$ cat config.mk
export PLATFORM = sky130hd
export DESIGN_NAME = hcef_framer
export DESIGN_NICKNAME = d
export VERILOG_FILES = /design/src/rtl/hcef_pkg.sv /design/src/rtl/hcef_framer.sv
export SDC_FILE = /design/constraint.sdc
export NUM_CORES = 1
export LEC_CHECK = 0
export BUFFER_PORTS_ARGS = -buffer_cell sky130_fd_sc_hd__buf_2
export CAP_MARGIN = 15
export CORE_ASPECT_RATIO = 0.8
export CORE_UTILIZATION = 52
export CTS_CLUSTER_DIAMETER = 30
export DETAILED_ROUTE_END_ITERATION = 7
export PLACE_DENSITY_LB_ADDON = 0.05
export RECOVER_POWER = 25
export SKIP_LAST_GASP = 1
export SLEW_MARGIN = 20
export SYNTH_ARGS = -nofsm -noshare
export SYNTH_HDL_FRONTEND = slang
export SYNTH_SLANG_ARGS = --single-unit
export TNS_END_PERCENT = 50
$ cat constraint.sdc
create_clock -name clk_sys_i -period 1.9 [get_ports clk_sys_i]
set_input_delay 0 -clock clk_sys_i [delete_from_list [all_inputs] [get_ports clk_sys_i]]
set_output_delay 0 -clock clk_sys_i [all_outputs]
set_load 0.02 [all_outputs]
$ cat src/rtl/hcef_pkg.sv
// Purpose: Shared constants and types for the command/event packet framer
// Assumes: Byte-wide link, one clock domain
// Notes: Event opcodes and the data command boundary are local choices
package hcef_pkg;

  localparam int BYTE_W = 8;
  localparam int TX_IDX_W = 3;

  // Event opcodes (arbitrary values)
  localparam logic [7:0] OPC_REPLY = 8'h81;
  localparam logic [7:0] OPC_LINK_LOST = 8'h82;
  localparam logic [7:0] OPC_PEER_DATA = 8'h83;
  localparam logic [7:0] OPC_DATA_DONE = 8'h84;

  // Command opcodes at or above this value are data commands
  localparam logic [7:0] DATA_CMD_FIRST = 8'h40;

  // Reply status codes
  localparam logic [7:0] ST_OK = 8'h00;
  localparam logic [7:0] ST_NOT_CONNECTED = 8'h01;

  // Payload byte counts of the event kinds
  localparam logic [1:0] PAY_NONE = 2'h0;
  localparam logic [1:0] PAY_PAIR = 2'h2;

  // Byte positions within an outgoing frame
  localparam logic [2:0] TX_IDX_LEN = 3'h0;
  localparam logic [2:0] TX_IDX_OP = 3'h1;
  localparam logic [2:0] TX_IDX_PAY = 3'h2;

  localparam logic [7:0] LEN_ZERO = 8'h00;
  localparam logic [7:0] LEN_LAST = 8'h01;

  typedef struct packed {
    logic [7:0] opcode;
    logic is_data;
    logic [1:0] count;
    logic [23:0] pay;
  } hcef_event_t;

  typedef struct packed {
    logic [7:0] opcode;
    logic [7:0] len;
    logic is_data;
  } hcef_cmd_t;

  typedef enum {RX_LEN, RX_OP, RX_PAY} hcef_rx_state_t;

endpackage : hcef_pkg

$ cat src/rtl/hcef_framer.sv
// Purpose: Parses command packets from the controller and frames events back
// Assumes: Byte stream inputs synchronous to clk_sys_i
// Notes: One reply pending at a time; receive stalls until it is loaded into the transmitter
//
// How it works
// Each packet is a length byte and an opcode byte followed by a variable payload.
// The length byte counts the opcode and payload bytes but not itself.
// The opcode byte names the command or event and drives its decoding.
// Multi-byte fields travel least significant byte first.
// Strings travel leftmost character first, i.e. payload bytes in index order.
// Controller packets are commands, either system or data commands.
// Every event the device sends is marked as a system or a data event.
// Every received command is answered with its own reply event.
// Asynchronous events are sent whenever their condition occurs.
// Data commands are acted on only while connected to a peer.
// A successful data transfer is reported with a data event.
// The receiver relies on the length byte since payload sizes vary.
// Incoming bytes are framed in arrival order using the length byte first.
`timescale 1ns/10ps
module hcef_framer
  import hcef_pkg::*;
#(
  parameter int LEN_W = 8
)
(
  input wire logic clk_sys_i,
  input wire logic reset_i,
  input wire logic rx_valid_i,
  input wire logic [7:0] rx_byte_i,
  output logic rx_ready_o,
  input wire logic connected_i,
  output logic cmd_strobe_o,
  output hcef_cmd_t cmd_o,
  output logic payload_valid_o,
  output logic [7:0] payload_byte_o,
  input wire logic link_lost_i,
  input wire logic peer_data_i,
  input wire logic [15:0] peer_data_val_i,
  input wire logic data_done_i,
  input wire logic [15:0] data_done_val_i,
  input wire logic tx_ready_i,
  output logic tx_valid_o,
  output logic [7:0] tx_byte_o,
  output logic tx_is_data_o
);

  if (LEN_W != BYTE_W)
  begin : g_len_check
    $error("Length field must be one byte wide");
  end

  hcef_rx_state_t rx_state;
  logic [7:0] rx_left;
  logic [7:0] rx_len;
  logic [7:0] rx_op;
  logic rx_ok;
  logic take;
  logic last_take;
  logic [7:0] cur_op;
  logic cur_data;
  logic cur_ok;

  logic reply_pend, lost_pend, done_pend, peer_pend;
  logic reply_clr, lost_clr, done_clr, peer_clr;
  hcef_event_t reply_ev;
  logic [15:0] done_val, peer_val;
  hcef_event_t next_ev;
  logic load;
  hcef_event_t cur_ev;
  logic [2:0] tx_idx;
  logic [2:0] tx_last;

  assign take = rx_valid_i && rx_ready_o;
  assign last_take = take && (rx_state != RX_LEN) && (rx_left == LEN_LAST);
  assign cur_op = (rx_state == RX_OP) ? rx_byte_i : rx_op;
  assign cur_data = (cur_op >= DATA_CMD_FIRST);
  assign cur_ok = (rx_state == RX_OP) ? (!cur_data || connected_i) : rx_ok;

  // Receive framing; zero-length packets carry no opcode and are skipped
  always_ff @(posedge clk_sys_i)
  begin
    if (reset_i)
    begin
      rx_state <= RX_LEN;
      rx_left <= LEN_ZERO;
      rx_len <= LEN_ZERO;
    end
    else if (take)
    begin
      case (rx_state)
        RX_LEN:
        begin
          rx_left <= rx_byte_i;
          rx_len <= rx_byte_i;
          if (rx_byte_i != LEN_ZERO)
            rx_state <= RX_OP;
        end
        RX_OP:
        begin
          rx_left <= rx_left - LEN_LAST;
          rx_state <= (rx_left == LEN_LAST) ? RX_LEN : RX_PAY;
        end
        RX_PAY:
        begin
          rx_left <= rx_left - LEN_LAST;
          if (rx_left == LEN_LAST)
            rx_state <= RX_LEN;
        end
        default: rx_state <= RX_LEN;
      endcase
    end
  end

  // Opcode and admission latched at the opcode byte
  always_ff @(posedge clk_sys_i)
  begin
    if (reset_i)
    begin
      rx_op <= LEN_ZERO;
      rx_ok <= 1'b0;
    end
    else if (take && rx_state == RX_OP)
    begin
      rx_op <= rx_byte_i;
      rx_ok <= cur_ok;
    end
  end

  // Command and payload towards the core; refused data commands stay silent
  always_ff @(posedge clk_sys_i)
  begin
    if (reset_i)
    begin
      cmd_strobe_o <= 1'b0;
      cmd_o <= '0;
      payload_valid_o <= 1'b0;
      payload_byte_o <= LEN_ZERO;
    end
    else
    begin
      cmd_strobe_o <= last_take && cur_ok;
      if (last_take)
        cmd_o <= '{opcode: cur_op, len: rx_len, is_data: cur_data};
      payload_valid_o <= take && (rx_state == RX_PAY) && rx_ok;
      payload_byte_o <= rx_byte_i;
    end
  end

  // Reply pending; receive stalls so a second reply can never be lost
  always_ff @(posedge clk_sys_i)
  begin
    if (reset_i)
    begin
      reply_pend <= 1'b0;
      reply_ev <= '0;
      rx_ready_o <= 1'b0;
    end
    else
    begin
      reply_pend <= last_take || (reply_pend && !reply_clr);
      rx_ready_o <= !(last_take || (reply_pend && !reply_clr));
      if (last_take)
        reply_ev <= '{opcode: OPC_REPLY, is_data: cur_data, count: PAY_PAIR,
                      pay: {LEN_ZERO, (cur_ok ? ST_OK : ST_NOT_CONNECTED), cur_op}};
    end
  end

  // Asynchronous event flags; a new event in the clearing cycle wins
  always_ff @(posedge clk_sys_i)
  begin
    if (reset_i)
    begin
      lost_pend <= 1'b0;
      done_pend <= 1'b0;
      peer_pend <= 1'b0;
      done_val <= 16'h0000;
      peer_val <= 16'h0000;
    end
    else
    begin
      lost_pend <= link_lost_i || (lost_pend && !lost_clr);
      done_pend <= data_done_i || (done_pend && !done_clr);
      peer_pend <= peer_data_i || (peer_pend && !peer_clr);
      if (data_done_i)
        done_val <= data_done_val_i;
      if (peer_data_i)
        peer_val <= peer_data_val_i;
    end
  end

  // Replies first so the controller waits behind no pending event, only behind a frame already in flight
  always_comb
  begin
    reply_clr = 1'b0;
    lost_clr = 1'b0;
    done_clr = 1'b0;
    peer_clr = 1'b0;
    next_ev = reply_ev;
    if (reply_pend)
      reply_clr = load;
    else if (lost_pend)
    begin
      lost_clr = load;
      next_ev = '{opcode: OPC_LINK_LOST, is_data: 1'b0, count: PAY_NONE, pay: '0};
    end
    else if (done_pend)
    begin
      done_clr = load;
      next_ev = '{opcode: OPC_DATA_DONE, is_data: 1'b1, count: PAY_PAIR,
                  pay: {LEN_ZERO, done_val}};
    end
    else
    begin
      peer_clr = load;
      next_ev = '{opcode: OPC_PEER_DATA, is_data: 1'b1, count: PAY_PAIR,
                  pay: {LEN_ZERO, peer_val}};
    end
  end

  assign load = !tx_valid_o && (reply_pend || lost_pend || done_pend || peer_pend);
  assign tx_last = TX_IDX_OP + {1'b0, cur_ev.count};

  function automatic logic [7:0] byte_at(input hcef_event_t ev, input logic [2:0] idx);
    logic [2:0] k;
    k = idx - TX_IDX_PAY;
    if (idx == TX_IDX_LEN)
      byte_at = {6'h00, ev.count} + LEN_LAST;
    else if (idx == TX_IDX_OP)
      byte_at = ev.opcode;
    else
      byte_at = ev.pay[8*k +: 8];
  endfunction : byte_at

  // Transmit framing; a byte is held until the controller takes it
  always_ff @(posedge clk_sys_i)
  begin
    if (reset_i)
    begin
      tx_valid_o <= 1'b0;
      tx_byte_o <= LEN_ZERO;
      tx_is_data_o <= 1'b0;
      tx_idx <= TX_IDX_LEN;
      cur_ev <= '0;
    end
    else if (load)
    begin
      cur_ev <= next_ev;
      tx_valid_o <= 1'b1;
      tx_byte_o <= byte_at(next_ev, TX_IDX_LEN);
      tx_is_data_o <= next_ev.is_data;
      tx_idx <= TX_IDX_LEN;
    end
    else if (tx_valid_o && tx_ready_i)
    begin
      if (tx_idx == tx_last)
        tx_valid_o <= 1'b0;
      else
      begin
        tx_idx <= tx_idx + 3'h1;
        tx_byte_o <= byte_at(cur_ev, tx_idx + 3'h1);
      end
    end
  end
endmodule : hcef_framer

==> results.sh <==
export IMPL_status="finished, final reports clean"
export IMPL_grt_pass1_vias=4384
export IMPL_dieArea_mm2=0.0109
export IMPL_chipWidth_um=116
export IMPL_syn_to_final_growth_pct=27.3
export IMPL_layout_nets=768
export IMPL_drc=0
export IMPL_drt_pass1_iter_count=5
export IMPL_netSwitchingFraction_pct=26.0
export IMPL_maxCapViolCount=0
export IMPL_holdPathStages=3
export IMPL_ir_drop_v=0.000693
export IMPL_post_place_ws_ns=0.183
export IMPL_wirelength_um=13500
export IMPL_final_core_util_pct=67.9
export IMPL_worst_r2r_path_depth=6
export IMPL_antenna_found_initial=0
export IMPL_p_clk_share_pct=46.4
export IMPL_num_antenna_cells=0
export IMPL_setup_violations=0
export IMPL_min_period_ns=1.75
export IMPL_layout_worst_path_cycle_share_pct=92.3
export IMPL_numPortBuffers=85
export IMPL_worst_slack_ns=0.147
export IMPL_startpoint_type="register"
export IMPL_cp_max_fo=4
export IMPL_core_area_mm2=0.0102
export IMPL_tightest_slew_ns=0.860
export IMPL_root_buffer="clkbuf_16"
export IMPL_intPower_mw=5.13
export IMPL_ant_nets=0
export IMPL_start_util_pct=53.4
export IMPL_combPwrFrac_pct=11.7
export IMPL_dr_wl_met3_um=826
export IMPL_drt_iter0_markers=380
export IMPL_dpl_cell_count=787
export IMPL_cts_made_buffers=17
export IMPL_boundaryPins=86
export IMPL_clk_pin_slew_ns=0.06
export IMPL_slew_headroom_pct=42.7
export IMPL_hold_viol=0
export IMPL_routed_top_layer="met4"
export IMPL_multi_input_area_mm2=0.00259
export IMPL_syn_area_mm2=0.00544
export IMPL_place_area_mm2=0.00592
export IMPL_cp_required_ns=2.23
export IMPL_setup_tns_final_ns=0
export IMPL_fmax_mhz=570
export IMPL_fillCellCount=850
export IMPL_crit_type="register to register"
export IMPL_synthFlopType="dfxtp_1"
export IMPL_seq_area_mm2=0.00254
export IMPL_async_flop_share_pct=0
export IMPL_holdPathEnd="done_val[13]"
export IMPL_rsz0062_at_grt="false"
export IMPL_reg2reg_slack_ns=0.15
export IMPL_clk_insertion_delay_late_ns=0.41
export IMPL_gp_congestion=0.815
export IMPL_r2r_start="rx_state[1]"
export IMPL_ys_types=61
export IMPL_syn_avg_cell_area_um2=9.18
export IMPL_leakagePower_nw=2.87
export IMPL_syn_inst=593
export IMPL_fp_row_count=33
export IMPL_route_met2_wl_um=5710
export IMPL_end_kind="register"
export IMPL_yosysSeqAreaShare_pct=46.7
export IMPL_met1_length_um=6810
export IMPL_finClkSkew_ns=0.0116
export IMPL_wl_per_cell_um=15.6
export IMPL_cellPowerDensity_mw_per_mm2=999
export IMPL_syn_nets=650
export IMPL_switchingPower_mw=1.80
export IMPL_grt_max_degree=59
export IMPL_yosysWarningCount=0
export IMPL_cts_sinks=127
export IMPL_htreeDepth=4
export IMPL_worstPathArrival_ns=2.08
export IMPL_drive_gt1_share_pct=18.9
export IMPL_avgViaCountPerCell=5.40
export IMPL_hp_start="data_done_i"
export IMPL_p_seq_share_pct=41.9
export IMPL_drv_slew=0
export IMPL_vias=4664
export IMPL_synth_edf_count=0
export IMPL_reg2reg_to="rx_state[0]"
export IMPL_hold_class="input pin to register"
export IMPL_dp_hpwl_um=9020
export IMPL_grt_pass1_wl_um=22000
export IMPL_post_route_cell_area_mm2=0.00693
export IMPL_clock_path_buffers=2
export IMPL_die_y_um=93.5
export IMPL_track_usage_pct=26.6
export IMPL_gr_total_overflow=0
export IMPL_cts_setup_buffers=0
export IMPL_ys_ff_latch=127
export IMPL_fin_cells=864
export IMPL_cts_tree="built"
-- cell type report --
type | instances | area share (%)
inverter | 15 | 0.813
clock buffer | 18 | 6.19
tap | 140 | 2.53
timing repair buffer | 146 | 14.1
clock inverter | 14 | 2.29
sequential | 127 | 36.7
multi-input combinational | 404 | 37.4
-- through the flow --
stage	total power, mW	hold slack, ns
global placement	3.67	0.235
global route	7.22	0.169
CTS	6.97	0.139
finish	6.92	0.165
detailed placement	3.69	0.242
floorplan	3.46	0.128
-- kinds of logic (layout without fill, tap and decap cells) --
family | after synthesis | after routing | synth area share [%]
xor gates and xnor gates | 4 | 4 | 0.644
AOI/OAI and AO/OA | 107 | 107 | 12.9
DFF | 127 | 127 | 46.7
and+or+nand+nor | 217 | 217 | 19.2
adders and majority gates | 9 | 9 | 2.07
buffers and inverters | 62 | 193 | 5.77
muxes | 67 | 67 | 12.7
-- worst max-delay path by stage --
stage | startpoint | to | slack (ns)
after floorplan | tx_idx[0] | tx_byte_o[7] | 0.15
after global placement | rx_state[0] | cmd_o[11] | 0.28
after detailed placement | rx_state[0] | cmd_o[12] | 0.18
after CTS | rx_state[0] | cmd_o[12] | 0.16
after global routing | rx_state[1] | cmd_o[14] | 0.03
final | rx_state[1] | rx_state[0] | 0.15
-- power groups by stage --
stage	sequential (mW)	clock (mW)	combinational, mW
floorplan	2.95	0	0.508
detailed placement	2.96	0	0.734
CTS	2.90	3.26	0.811
global placement	2.95	0	0.724
finish	2.90	3.21	0.813
global route	2.92	3.41	0.893
-- cells in the final DEF, fill, tap and decap left out, types with 4 or more instances in the layout --
| cell | n |
|---|---|
| dfxtp_1 | 126 |
| nor2_1 | 82 |
| buf_2 | 64 |
| mux2i_1 | 51 |
| nand2_1 | 49 |
| a21oi_1 | 45 |
| dlygate4sd3_1 | 45 |
| clkbuf_1 | 23 |
| nor3_1 | 20 |
| clkbuf_16 | 17 |
| mux2_2 | 16 |
| nand3_1 | 16 |
| inv_1 | 15 |
| buf_4 | 13 |
| o21ai_0 | 11 |
| nor2b_1 | 11 |
| a211oi_1 | 11 |
| a221oi_1 | 9 |
| ha_1 | 9 |
| and2_1 | 7 |
| a221o_1 | 6 |
| nand2b_1 | 5 |
| clkinvlp_4 | 4 |
-- registers in the layout, indices dropped and copies added, names as in the netlist --
name and count:
tx_byte_o 8, rx_left 8, tx_idx 3, rx_len 8, cmd_strobe_o 1, reply_ev 4, rx_state 2, tx_is_data_o 1
done_val 16, rx_op 8, peer_pend 1, payload_valid_o 1, tx_valid_o 1, rx_ready_o 1, rx_ok 1, cur_ev 21
payload_byte_o 8, reply_pend 1, cmd_o 15, peer_val 16, lost_pend 1, done_pend 1
-- per-layer routing --
metal	global-route usage, %	vias up
met3	8.10	13
met1	38.6	2211
met2	37.7	141
li1	-	2299
met4	6.94	0
met5	0	-
-- cell usage after synthesis (2+ instances only) --
library cell	n	area, um2
nor3_2	2	20.0
xnor2_1	2	17.5
xor2_1	2	17.5
a211oi_1	11	82.6
ha_1	9	113
a21o_1	2	15.0
nor3_1	20	100
o22ai_1	3	18.8
nand2_1	49	184
mux2i_1	51	510
nor2_1	82	308
o21ai_0	11	55.1
buf_6	2	22.5
nand2b_1	5	31.3
nand4_1	3	18.8
o31ai_1	2	15.0
a221oi_1	9	78.8
nor2b_1	11	68.8
nand3b_1	2	15.0
nand3_1	16	80.1
and3_1	3	18.8
clkbuf_1	14	52.6
a221o_1	6	60.1
a21oi_1	45	225
dfxtp_1	127	2540
inv_1	15	56.3
buf_1	2	7.51
a31oi_1	3	18.8
and4_1	2	17.5
a21boi_0	2	15.0
and2_1	7	43.8
mux2_2	16	180
nor4b_1	2	17.5
buf_4	12	90.1
buf_2	16	80.1
o31a_1	2	17.5
-- repair_timing --
| item | 4_1_cts | 5_1_grt |
|---|---|---|
| hold buffers | 45 | 0 |
| gates resized for setup | 0 | 2 |
| setup endpoints to repair | 0 | 3 |
| hold endpoints to repair | 63 | 0 |
-- critical path, cell delays in order (launching register included) --
cell	delay, ns
dfxtp_1	0.37
inv_1	0.09
ha_1	0.23
nor4b_1	0.17
a31oi_1	0.20
a21boi_0	0.36
mux2i_1	0.24
Note: power is estimated with default switching activity, not from simulation.
